$ cat config.mk
export PLATFORM = sky130hd
export DESIGN_NAME = ready_shift_sequencer
export DESIGN_NICKNAME = d
export VERILOG_FILES = /design/src/design/ready_seq_pkg.sv /design/src/design/ready_shift_sequencer.sv
export SDC_FILE = /design/constraint.sdc
export NUM_CORES = 1
export LEC_CHECK = 0
export BUFFER_PORTS_ARGS = -buffer_cell sky130_fd_sc_hd__clkbuf_2
export CORE_AREA = 2 2 100 102
export CTS_BUF_LIST = sky130_fd_sc_hd__clkbuf_4 sky130_fd_sc_hd__clkbuf_8
export DETAILED_ROUTE_END_ITERATION = 8
export DIE_AREA = 0 0 102 104
export PLACE_DENSITY_LB_ADDON = 0.05
export REMOVE_ABC_BUFFERS = 1
export SYNTH_ARGS = -nofsm -noshare
export SYNTH_HDL_FRONTEND = slang
export SYNTH_SLANG_ARGS = --single-unit
$ cat constraint.sdc
create_clock -name clk_in -period 4.3 [get_ports clk_in]
set_input_delay 0.43 -clock clk_in [delete_from_list [all_inputs] [get_ports clk_in]]
set_output_delay 0.43 -clock clk_in [all_outputs]
set_load 0.01 [all_outputs]
$ cat src/design/ready_seq_pkg.sv
// Purpose: shared constants and types of the ready/serial output sequencer
// Assumes: one tick of the master clock enable is one converter master clock
// Notes: all phase positions count master clock ticks within one conversion cycle
// Operation
// RQ1: Shift on shift clock fall, host samples rise
// RQ2: 24-bit result, MSB first, during shift phase
// RQ3: Pointer reset at load and pre-ready starts
// RQ4: Held high 4 cycles resets, 20 powers down
// RQ5: 384-tick cycle: 36 ready, 348 shift
// RQ6: Six high ticks after ready low pulse
// RQ7: 24 high ticks end each shift phase
// RQ8: Sync entry: 3-tick low pulse, then high
// RQ9: Sync starts 1537 to 7679 ticks after rise
// RQ10: Restart delay 2042.5 sync, 2318.5 power-down
// RQ11: Power-down no sooner than 7681 ticks
// RQ12: Power-down 6144.5 ticks after last low fall
// RQ13: Channel change holds line high 2043.5 ticks
// RQ14: Isolated host needs only shift clock, line
// RQ15: Channel selects isolated or locally counted
package ready_seq_pkg;
    localparam int unsigned RESULT_W        = 24;
    localparam int unsigned POS_W           = 9;
    localparam int unsigned WAIT_W          = 13;
    localparam int unsigned PTR_W           = 5;
    localparam int unsigned HELD_W          = 5;

    localparam int unsigned MCLK_DIV_DEF    = 5;     // 125 ns master clock at 40 MHz
    localparam logic [POS_W-1:0] CYCLE_LAST = 9'h17f; // 384 ticks per cycle
    localparam logic [POS_W-1:0] POS_PRE    = 9'h000; // 24-tick high before ready
    localparam logic [POS_W-1:0] POS_LOAD   = 9'h012; // last 6 ticks of pre-ready high
    localparam logic [POS_W-1:0] POS_LOW    = 9'h018; // 6-tick low pulse
    localparam logic [POS_W-1:0] POS_GAP    = 9'h01e; // 6-tick high gap
    localparam logic [POS_W-1:0] POS_SHIFT  = 9'h024; // 348-tick shift phase

    localparam logic [HELD_W-1:0] HOLD_SYNC_CYC = 5'h04;
    localparam logic [WAIT_W-1:0] SYNC_PULSE_TICKS = 13'h0003;
    localparam logic [WAIT_W-1:0] SYNC_MIN_TICKS   = 13'h0601; // 1537
    localparam logic [WAIT_W-1:0] SYNC_MAX_TICKS   = 13'h1dff; // 7679
    localparam logic [WAIT_W-1:0] PD_MIN_TICKS     = 13'h1e01; // 7681
    localparam logic [WAIT_W-1:0] PD_DELAY_TICKS   = 13'h1801; // 6144.5 rounded up
    localparam logic [WAIT_W-1:0] SYNC_REC_TICKS   = 13'h07fb; // 2042.5 rounded up
    localparam logic [WAIT_W-1:0] PD_REC_TICKS     = 13'h090f; // 2318.5 rounded up
    localparam logic [WAIT_W-1:0] MUX_REC_TICKS    = 13'h07fc; // 2043.5 rounded up

    typedef enum logic [2:0] {
        ST_RUN        = 3'b000,
        ST_SYNC_PULSE = 3'b001,
        ST_SYNC_HOLD  = 3'b010,
        ST_POWER_DOWN = 3'b011,
        ST_RECOVER    = 3'b100
    } seq_state_t;

    typedef struct packed {
        logic result_ready_phase;
        logic modulator_reset;
        logic power_down;
    } seq_status_t;
endpackage : ready_seq_pkg

$ cat src/design/ready_shift_sequencer.sv
// Purpose: drives the combined ready/serial line through each conversion cycle
// Assumes: shift clock and channel selects are asynchronous pins
// Notes: result word comes from the filter on clk_in, sampled at the end of load
`timescale 1ns/1ps
`default_nettype none
module ready_shift_sequencer #(
    parameter int unsigned MCLK_DIV = ready_seq_pkg::MCLK_DIV_DEF,
    parameter logic [12:0] PD_DELAY = ready_seq_pkg::PD_DELAY_TICKS,
    parameter logic [12:0] SYNC_REC = ready_seq_pkg::SYNC_REC_TICKS,
    parameter logic [12:0] PD_REC   = ready_seq_pkg::PD_REC_TICKS,
    parameter logic [12:0] MUX_REC  = ready_seq_pkg::MUX_REC_TICKS
) (
    input  wire logic                                clk_in,
    input  wire logic                                srst_in,
    input  wire logic                                shift_clock_in,
    input  wire logic                                channel_select_bit0_in,
    input  wire logic                                channel_select_bit1_in,
    input  wire logic [ready_seq_pkg::RESULT_W-1:0]  result_word_in,
    output var  logic                                ready_or_serial_out_line_out,
    output var  ready_seq_pkg::seq_status_t          status_out
);
    import ready_seq_pkg::*;

    if (MCLK_DIV < 1 || MCLK_DIV > 255 || PD_DELAY <= SYNC_PULSE_TICKS ||
        SYNC_REC == 13'h0000 || PD_REC == 13'h0000 || MUX_REC == 13'h0000) begin : g_bad
        $error("ready_shift_sequencer: unsupported parameter value");
    end

    seq_state_t           state_reg;
    logic [7:0]           div_reg;
    logic                 tick;
    logic [2:0]           sclk_sync_reg;
    logic                 sclk_lvl_reg;
    logic                 sclk_prev_reg;
    logic                 sclk_fall;
    logic [1:0]           chs1_reg;
    logic [1:0]           chs2_reg;
    logic [1:0]           chs3_reg;
    logic [1:0]           chan_lvl_reg;
    logic                 chan_change;
    logic [POS_W-1:0]     pos_reg;
    logic [POS_W-1:0]     resume_reg;
    logic [WAIT_W-1:0]    wait_reg;
    logic                 armed_reg;
    logic [HELD_W-1:0]    held_reg;
    logic [PTR_W-1:0]     ptr_reg;
    logic [RESULT_W-1:0]  word_reg;
    logic                 line_next;
    logic                 shift_phase;
    logic                 recover_done;

    // Master clock enable
    assign tick = (div_reg == 8'(MCLK_DIV - 1));
    always_ff @(posedge clk_in) begin
        if (srst_in || tick) begin
            div_reg <= 8'h00;
        end else begin
            div_reg <= div_reg + 8'h01;
        end
    end

    // Pin synchronisers; a change counts once stages two and three agree
    always_ff @(posedge clk_in) begin
        if (srst_in) begin
            sclk_sync_reg <= 3'h0;
            sclk_lvl_reg  <= 1'b0;
            sclk_prev_reg <= 1'b0;
            chs1_reg      <= 2'h0;
            chs2_reg      <= 2'h0;
            chs3_reg      <= 2'h0;
            chan_lvl_reg  <= 2'h0;
        end else begin
            sclk_sync_reg <= {sclk_sync_reg[1:0], shift_clock_in};
            if (sclk_sync_reg[1] == sclk_sync_reg[2]) begin
                sclk_lvl_reg <= sclk_sync_reg[2];
            end
            sclk_prev_reg <= sclk_lvl_reg;
            chs1_reg      <= {channel_select_bit1_in, channel_select_bit0_in};
            chs2_reg      <= chs1_reg;
            chs3_reg      <= chs2_reg;
            if (chs2_reg == chs3_reg) begin
                chan_lvl_reg <= chs3_reg;
            end
        end
    end
    assign sclk_fall   = sclk_prev_reg && !sclk_lvl_reg;
    assign chan_change = (chs2_reg == chs3_reg) && (chs3_reg != chan_lvl_reg);
    assign shift_phase = (state_reg == ST_RUN) && (pos_reg >= POS_SHIFT);
    assign recover_done = (state_reg == ST_RECOVER) && tick && (wait_reg == 13'h0001);

    // Position within the conversion cycle
    always_ff @(posedge clk_in) begin
        if (srst_in) begin
            pos_reg <= POS_PRE;
        end else if (recover_done) begin
            pos_reg <= resume_reg;
        end else if (state_reg == ST_RUN && tick) begin
            pos_reg <= (pos_reg == CYCLE_LAST) ? POS_PRE : pos_reg + 9'h001; // see RQ5
        end
    end

    // Whole cycles with the shift clock held high; first boundary only arms
    always_ff @(posedge clk_in) begin
        if (srst_in || !sclk_lvl_reg || state_reg != ST_RUN) begin
            armed_reg <= 1'b0;
            held_reg  <= 5'h00;
        end else if (tick && pos_reg == CYCLE_LAST) begin
            armed_reg <= 1'b1;
            if (armed_reg && held_reg != 5'h1f) begin
                held_reg <= held_reg + 5'h01; // see RQ4
            end
        end
    end

    // Mode sequencing
    always_ff @(posedge clk_in) begin
        if (srst_in) begin
            state_reg  <= ST_RUN;
            wait_reg   <= 13'h0000;
            resume_reg <= POS_PRE;
        end else begin
            case (state_reg)
                ST_RUN: begin
                    if (chan_change) begin
                        state_reg  <= ST_RECOVER; // see RQ13
                        wait_reg   <= MUX_REC;
                        resume_reg <= POS_LOAD;
                    end else if (held_reg == HOLD_SYNC_CYC) begin
                        state_reg <= ST_SYNC_PULSE; // see RQ9
                        wait_reg  <= SYNC_PULSE_TICKS;
                    end
                end
                ST_SYNC_PULSE: begin
                    if (tick && wait_reg == 13'h0001) begin
                        state_reg <= ST_SYNC_HOLD; // see RQ8
                        wait_reg  <= PD_DELAY - SYNC_PULSE_TICKS; // see RQ12
                    end else if (tick) begin
                        wait_reg <= wait_reg - 13'h0001;
                    end
                end
                ST_SYNC_HOLD: begin
                    if (!sclk_lvl_reg) begin
                        state_reg  <= ST_RECOVER; // see RQ10
                        wait_reg   <= SYNC_REC;
                        resume_reg <= POS_PRE;
                    end else if (tick && wait_reg == 13'h0001) begin
                        state_reg <= ST_POWER_DOWN; // see RQ11
                    end else if (tick) begin
                        wait_reg <= wait_reg - 13'h0001;
                    end
                end
                ST_POWER_DOWN: begin
                    if (!sclk_lvl_reg) begin
                        state_reg  <= ST_RECOVER; // see RQ10
                        wait_reg   <= PD_REC;
                        resume_reg <= POS_PRE;
                    end
                end
                ST_RECOVER: begin
                    if (recover_done) begin
                        state_reg <= ST_RUN;
                    end else if (tick) begin
                        wait_reg <= wait_reg - 13'h0001;
                    end
                end
                default: begin
                    state_reg <= ST_RUN;
                end
            endcase
        end
    end

    // Output bit pointer and result holding register
    always_ff @(posedge clk_in) begin
        if (srst_in) begin
            ptr_reg  <= 5'h00;
            word_reg <= '0;
        end else begin
            if (state_reg == ST_RUN && tick && (pos_reg == POS_PRE || pos_reg == POS_LOAD)) begin
                ptr_reg <= 5'h00; // see RQ3
            end else if (shift_phase && sclk_fall && ptr_reg != 5'(RESULT_W)) begin
                ptr_reg <= ptr_reg + 5'h01; // see RQ1
            end
            if (state_reg == ST_RUN && tick && pos_reg == POS_LOW - 9'h001) begin
                word_reg <= result_word_in;
            end
        end
    end

    always_comb begin
        line_next = 1'b1;
        case (state_reg)
            ST_RUN: begin
                if (pos_reg >= POS_LOW && pos_reg < POS_GAP) begin
                    line_next = 1'b0; // see RQ5
                end else if (shift_phase) begin
                    // Past the last bit the line idles low
                    line_next = (ptr_reg < 5'(RESULT_W)) ?
                                word_reg[5'(RESULT_W - 1) - ptr_reg] : 1'b0; // see RQ2
                end
            end
            ST_SYNC_PULSE: line_next = 1'b0; // see RQ8
            default:       line_next = 1'b1;
        endcase
    end

    always_ff @(posedge clk_in) begin
        if (srst_in) begin
            ready_or_serial_out_line_out <= 1'b1;
            status_out                   <= '0;
        end else begin
            ready_or_serial_out_line_out      <= line_next;
            status_out.result_ready_phase     <= (state_reg == ST_RUN) && (pos_reg < POS_SHIFT);
            status_out.modulator_reset        <= (state_reg != ST_RUN) && (state_reg != ST_RECOVER); // see RQ4
            status_out.power_down             <= (state_reg == ST_POWER_DOWN);
        end
    end

    // Checking helper: ticks since the shift clock rose, saturating
    logic [WAIT_W-1:0] hi_ticks_reg;
    always_ff @(posedge clk_in) begin
        if (srst_in || !sclk_lvl_reg) begin
            hi_ticks_reg <= 13'h0000;
        end else if (tick && hi_ticks_reg != 13'h1fff) begin
            hi_ticks_reg <= hi_ticks_reg + 13'h0001;
        end
    end
endmodule : ready_shift_sequencer
`default_nettype wire

## Word level (Yosys, flattened, before mapping)

Index checks and enable logic that the tools add are counted.

| storage, ports and cells | value |
|---|---|
| output and inout port bits | 4 |
| register bits after elaboration | 94 |

| cells by class | value |
|---|---|
| eq/ne operators | 25 |
| magnitude comparators | 6 |
| add/subtract/negate cells | 6 |
| reductions and logical operators | 33 |
| multiplexer cells | 29 |

Operator list:

| cell | count |
|---|---|
| 13-bit two-way mux | 8 |
| 13-bit case mux with 5 select lines | 1 |
| 9-bit two-way mux | 5 |
| 3-bit two-way mux | 7 |
| 9-bit by 5-bit equality test with 1-bit output, second input constant | 2 |
| 9-bit case mux with 2 select lines | 1 |
| 1-bit logical AND | 16 |
| 3-bit case mux with 5 select lines | 1 |
| 13-bit by 1-bit equality test with 1-bit output, second input constant | 1 |
| 13-bit by 1-bit subtractor with 13-bit output, second input constant | 1 |
| 2-bit inequality test, second input constant | 6 |
| 3-bit inequality test, second input constant | 4 |
| 5-bit by 1-bit adder with 5-bit output, second input constant | 2 |
| 5-bit inequality test, second input constant | 2 |
| 5-bit AND reduction | 2 |
| 9-bit by 1-bit adder with 9-bit output, second input constant | 1 |
| 9-bit equality test, second input constant | 1 |
| 9-bit by 5-bit greater-or-equal comparator with 1-bit output, second input constant | 1 |
| 9-bit by 6-bit greater-or-equal comparator with 1-bit output, second input constant | 1 |
| 9-bit logical NOT | 1 |
| 9-bit by 5-bit < comparator with 1-bit output, second input constant | 1 |
| 9-bit by 6-bit < comparator with 1-bit output, second input constant | 1 |
| 8-bit by 1-bit adder with 8-bit output, second input constant | 1 |
| 8-bit by 3-bit equality test with 1-bit output, second input constant | 1 |
| other kinds (22) | 31 |

## Logic depth before layout (Yosys ltp)

Gate-level depths: netlist of the first run.

| depth | value |
|---|---|
| word-level depth | 7 |
| gate-level depth with buffers | 10 |

## Worst setup path after synthesis of the first run

Ideal clock, no wire load.

| timing | value |
|---|---|
| kind | flip-flop to flip-flop |
| start point | register ptr_reg[0] |
| end point | register ptr_reg[3] |
| path slack | 2.191 ns |
| period minus slack after synthesis | 2.109 ns |
| arrival time | 1.994 ns |
| stages on the path, launching flop included | 10 |
| library setup time | 0.115 ns |
| path through | dfxtp_1 clkbuf_1 inv_1 ha_1 and3b_1 a2111oi_4 and2_1 nand3_1 xnor2_1 and2_1 |

| on the way | value |
|---|---|
| word-level cells in the longest chain between the ends | 2 |
| elaborated cells between the ends (all ways) | 3 |
| those cells by class | 1 x add/sub; 1 x eq/ne; 1 x reduce/logical |

RTL lines:

| what | RTL line | RTL |
|---|---|---|
| from (decl) | ready_shift_sequencer.sv:46 | `logic [PTR_W-1:0] ptr_reg;` |
| from (signal assigned) | ready_shift_sequencer.sv:182 | `ptr_reg <= ptr_reg + 5'h01;` |
| branches (longest 2 deep; another with 5-bit by 1-bit adder with 5-bit output) | -- |  |

Parallel ways; which one is timed is not known.
A chain may end at the register's enable or synchronous reset.

## Final worst setup path of the first run

| timing | value |
|---|---|
| start point | register state_reg[2] |
| end point | register word_reg[14] |

| on the way | value |
|---|---|
| word-level cells in the longest chain between the ends | 3 |

RTL lines:

| what | RTL line | RTL |
|---|---|---|
| from (decl) | ready_shift_sequencer.sv:29 | `seq_state_t state_reg;` |
| from (signal assigned) | ready_shift_sequencer.sv:118 | `state_reg <= ST_RUN;` |
| from (signal assigned) | ready_shift_sequencer.sv:125 | `state_reg <= ST_RECOVER;` |
| from (signal assigned) | ready_shift_sequencer.sv:129 | `state_reg <= ST_SYNC_PULSE;` |
| 3-bit logical NOT | ready_shift_sequencer.sv:184 | `if (state_reg == ST_RUN && tick && pos_reg == POS_LOW - 9'h001) begin` |
| 1-bit logical AND (2 in a row) | ready_shift_sequencer.sv:184 |  |
| to (signal assigned) | ready_shift_sequencer.sv:185 | `word_reg <= result_word_in;` |
| to (decl) | ready_shift_sequencer.sv:47 | `logic [RESULT_W-1:0] word_reg;` |

No other way between the ends.

==> metrics.yaml, run 1 <==
sta:
  hold_viol: 0
  fin_crit_sh_pct: 66.75
  skew_ns: 0.01261
  tns_ns: 0
  maxSlewHeadroom_pct: 36.80
  fin_crit_ns: 2.870
  tightest_slew_ns: 0.9452
  slew_viol_final: 0
  timing.hold.ws_ns: 0.2827
  rsz0062_at_grt: "no"
  fmax_mhz: 348.4
  setup_viol_count_final: 0
die:
  dieArea_sq_mm: 0.01061
  die_y_microns: 104
  num_io_pins: 33
  num_rows: 36
  start_util_pct: 48.62
  fp.coreArea_sq_mm: 0.009549
  die_w_microns: 102
layout:
  layout_common_cells: "dfxtp_1 (86), nand2_1 (62), a21oi_1 (40)"
  area_growth_pct: 8.650
  drive_above_1_share_pct: 22.04
  nets: 595
  final_common_cell: "dfxtp_1"
  largest_reg_flops: 24
  final_core_util_pct: 52.83
  diodes: 0
global_routing:
  grt_pass1_vias: 3524
  grt_antenna_before_repair: 0
  overflow: 0
  grt_max_degree: 32
  grt_pass1_wl_microns: 17120
  track_usage_pct: 19.82
drt:
  ant_nets: 0
  dr.pass1.iters: 5
  initialDrtViolationCount: 176
  vias_per_cell: 5.447
  vias: 3764
  wl_microns: 9825
  wire_per_inst_microns: 14.22
  remaining_drc_errors: 0
clock_network:
  cts.clk_slew.worst_paths_ns: 0.09
  cts_tree: "done"
  cts_hold_buf: 0
  clk_latency_ns: 0.35
  htreeDepth: 3
  cts_buffer_depth: 2
  cts-resized-gates: 0
  cts.sinks: 86
  cts_buffers: 9
  cts-root-buf: "clkbuf_8"
  postCtsSetupRepairBufs: 0
flow_run:
  cap_violations: 0
logic_synthesis:
  ys_types: 71
  ys_seq_area_share_pct: 37.08
  synthArstFlopShare_pct: 0
  synth-main-ff-cell: "dfxtp_1"
  postSynthAreaPerCell_sq_um: 8.695
  yosys_warnings: 0
  synth_edf_count: 0
  ys_ff_latch: 86
  synth_cells: 534
  netlist_area_sq_mm: 0.004643
worst_setup_path:
  worstSetupStartpointType: "flop"
  critPathArrivalTime_ns: 3.10
  end_kind: "flop"
  crit_fanout: 24
  worstSetupPathType: "flop to flop"
  worstPathRequired_ns: 4.53
pwr:
  ir_worst_vdd_mv: 0.1862
  leakagePower_nw: 1.831
  powerDensity_mw_per_mm2: 383.4
worst_hold_path:
  hold_path.class: "input pin to flop"
status:
  status: "finished, final reports clean"
placement:
  place.detailed.hpwl_microns: 7053
  place_congestion: 0.8770
  io_buffers: 32
cell usage after synthesis, types with 3 or more instances:
library cell  count  share of area [%]
clkbuf_1         11               0.89
nor2_1           38                3.1
xnor2_1          11                2.1
mux2i_1           5                1.1
buf_1             4               0.32
nor4_1            6               0.81
and3_1            8                1.1
dfxtp_1          86                 37
o31ai_1           3               0.49
inv_1            23                1.9
nand2_1          62                5.0
nand2b_1         10                1.3
o32ai_2           4                1.4
a311oi_1          3               0.57
and2_1           11                1.5
a211o_1           4               0.75
mux4_2            4                1.9
a21oi_1          40                4.3
and3b_1           3               0.57
or3_1             6               0.81
nand4_1           6               0.81
mux2_2            3               0.73
xor2_1            9                1.7
nor3_1           11                1.2
a21oi_2          20                3.8
a31oi_1           6               0.81
nand3_1          17                1.8
nor2b_1          10                1.3
buf_2             8               0.86
o21ai_0          18                1.9
nor2_2            3               0.40
nand2_2          20                2.7
a211oi_1          3               0.49
ha_1             13                3.5
stage by stage:
step                      power (mW)  instance area, sq um  setup WS (ns)  instances
after global placement         1.357                  4837          1.459        675
after detailed placement       1.356                  4837          1.387        675
after CTS                      1.951                  5045          1.372        691
after global routing           2.048                  5045          1.010        691
final                          1.934                  5045          1.430        691
after floorplan                1.232                  4488          1.998        507
layout make-up:
cell class	count	area [sq um]
fill	929	4504
multi-input combinational	398	2680
sequential	86	1722
timing repair buffer	35	182.7
tap	133	166.4
clock buffer	10	137.6
inverter	23	86.33
clock inverter	6	70.07
routing by layer:
| metal | track usage [%] | vias to the layer above | part of all wire [%] |
|---|---|---|---|
| met4 | 5.238 | 0 | 0.69 |
| met5 | 0 | - | 0 |
| li1 | - | 1919 | - |
| met1 | 28.92 | 1743 | 49 |
| met3 | 3.831 | 5 | 4.7 |
| met2 | 29.79 | 97 | 45 |
kinds of logic (layout without fill, tap and decap cells):
kind of cell,Yosys count,after routing,share of synthesized area [%]
AOI/OAI and AO/OA,123,123,19.48
xor gates and xnor gates,20,20,3.773
adders and majority gates,13,13,3.503
buffers and inverters,50,74,5.201
DFF,86,86,37.08
muxes,13,13,4.069
and+or+nand+nor,229,229,26.89
worst paths after layout:
path	start	endpoint	slack [ns]	depth (start not counted)
setup reg to reg	state_reg[2]	word_reg[14]	1.43	6
hold / removal	channel_select_bit1_in	chs1_reg[1]	0.28	2
setup / recovery	state_reg[2]	word_reg[14]	1.43	6
hold reg to reg	chs1_reg[1]	chs2_reg[1]	0.44	1
power breakdown:
part           leakage, nW  total [mW]  switching [mW]  internal [mW]
Clock               0.0951       0.593           0.305          0.287
Sequential           0.697       0.886          0.0495          0.836
Combinational         1.04       0.455           0.281          0.174
worst max-delay path, cell delays in order (launching register included):
cell,delay (ns)
dfxtp_1,0.52
nor3_1,0.48
nand3_2,0.26
nor3b_2,0.27
nand4_1,0.77
nand2_1,0.35
a21oi_2,0.08
Power figures use the tool's default switching activity.
==> inputs of run 2 (changes only) <==
==> constraint.sdc (replaced) <==
create_clock -name clk_in -period 2.9 [get_ports clk_in]
set_input_delay 0.29 -clock clk_in [delete_from_list [all_inputs] [get_ports clk_in]]
set_output_delay 0.29 -clock clk_in [all_outputs]
set_load 0.01 [all_outputs]
==> run 2 against run 1 <==
Against the previous run: worst setup slack got worse by 0.84 ns; combinational power up 52%; clock power grew 75%; highest routed layer unchanged.
==> metrics.yaml, run 2 (synthesis gave the netlist of run 1 again) <==
die:
  num_io_pins: 33
  die_w_microns: 102
  dieArea_sq_mm: 0.01061
  num_rows: 36
  die_y_microns: 104
  fp.coreArea_sq_mm: 0.009549
  start_util_pct: 48.62
placement:
  io_buffers: 32
  place.detailed.hpwl_microns: 7135
  place_congestion: 0.8595
worst_hold_path:
  min-delay-start: "result_word_in[19]"
  holdPathStages: 3
  min_delay_worst_endpoint: "word_reg[19]"
  hold_path.class: "input pin to flop"
drt:
  vias: 3792
  remaining_drc_errors: 0
  dr.pass1.iters: 5
  vias_per_cell: 5.464
  wl_microns: 10030
  wire_per_inst_microns: 14.45
  initialDrtViolationCount: 163
  ant_nets: 0
layout:
  drive_above_1_share_pct: 22.46
  nets: 598
  diodes: 0
  largest_reg_flops: 24
  final_common_cell: "dfxtp_1"
  area_growth_pct: 9.970
  layout_common_cells: "dfxtp_1 (86), nand2_1 (62), a21oi_1 (40)"
  final_core_util_pct: 53.47
flow_run:
  cap_violations: 0
sta:
  fin_crit_ns: 2.311
  fmax_mhz: 432.7
  fin_crit_sh_pct: 79.70
  tns_ns: 0
  maxSlewHeadroom_pct: 56.21
  rsz0062_at_grt: "no"
  skew_ns: 0.01449
  slew_viol_final: 0
  setup_viol_count_final: 0
  hold_viol: 0
  tightest_slew_ns: 0.6569
pwr:
  leakagePower_nw: 1.871
  powerDensity_mw_per_mm2: 596.8
  ir_worst_vdd_mv: 0.4135
  fin_total_pwr_mw: 3.047
global_routing:
  grt_pass1_vias: 3605
  grt_pass1_wl_microns: 17260
  overflow: 0
  grt_max_degree: 33
  track_usage_pct: 20.13
  grt_antenna_before_repair: 0
clock_network:
  cts-resized-gates: 0
  cts_buffers: 9
  htreeDepth: 3
  postCtsSetupRepairBufs: 0
  cts_buffer_depth: 2
  cts.sinks: 86
  cts.clk_slew.worst_paths_ns: 0.09
  cts_hold_buf: 0
  cts_tree: "done"
  clk_latency_ns: 0.37
  cts-root-buf: "clkbuf_8"
worst_setup_path:
  end_kind: "flop"
  ff2ff_setup_slack_ns: 0.59
  crit_start: "ptr_reg[1]"
  r2r_cells: 8
  timing.rr.start: "ptr_reg[1]"
  worstSetupPathType: "flop to flop"
  critPathArrivalTime_ns: 2.59
  timing.rr.end: "ptr_reg[3]"
  worstSetupStartpointType: "flop"
  crit_fanout: 9
  worstPathRequired_ns: 3.18
status:
  status: "finished, final reports clean"
[run 2: cell count changes in the layout (fill, tap and decap cells not counted)]
cell | previous run | this run
clkinv_4 | 1 | 0
inv_6 | 1 | 2
clkbuf_8 | 10 | 9
bufinv_16 | 1 | 3
clkbuf_4 | 0 | 1
clkinvlp_4 | 3 | 1
buf_4 | 3 | 6
[run 2: critical path, stage by stage, from the launching register on]
cell,delay [ns]
dfxtp_1,0.58
inv_1,0.20
ha_1,0.23
and3b_1,0.20
a2111oi_4,0.42
and2_1,0.21
nand3_1,0.09
xnor2_1,0.15
and2_1,0.15
[run 2: final cells by class]
type / instances / area (sq um)
repair buffers: 38 / 205.2
clock buffers: 10 / 131.4
multi-input cells: 398 / 2680
fillers: 906 / 4443
inverters: 23 / 86.33
clock inverters: 6 / 115.1
well taps: 133 / 166.4
flip-flops and latches: 86 / 1722
[run 2: where the power goes]
part / leakage (nW) / internal, mW / total [mW] / switching [mW]
logic: 1.05 / 0.264 / 0.692 / 0.428
clock network: 0.121 / 0.588 / 1.04 / 0.456
registers: 0.697 / 1.24 / 1.31 / 0.0706
[run 2: worst max-delay path by stage]
| stage | to | slack, ns | cells after the start |
|---|---|---|---|
| 6_report | ptr_reg[3] | 0.59 | 8 |
| 5_1_grt | word_reg[11] | 0.33 | 7 |
| 4_1_cts | ptr_reg[3] | 0.55 | 8 |
| 3_5_place_dp | ptr_reg[3] | 0.57 | 8 |
| 3_3_place_gp | ptr_reg[3] | 0.58 | 8 |
| 2_1_floorplan | word_reg[10] | 0.60 | 6 |
[run 2: metal layers]
metal / part of all wire [%] / GRT usage, % / up-vias
met4: 1.1 / 6.190 / 0
met2: 46 / 30.55 / 87
met3: 4.0 / 4.234 / 8
met5: 0 / 0 / -
met1: 49 / 28.55 / 1780
li1: - / - / 1917
[run 2: metrics by stage]
step	std cells	setup WS, ns	hold slack [ns]	cell area (sq um)
CTS	694	0.5532	0.1074	5106
global placement	678	0.5848	0.4178	4860
finish	694	0.5887	0.1262	5106
global route	694	0.3252	0.1115	5106
floorplan	507	0.5983	0.3524	4488
detailed placement	678	0.5655	0.4301	4860
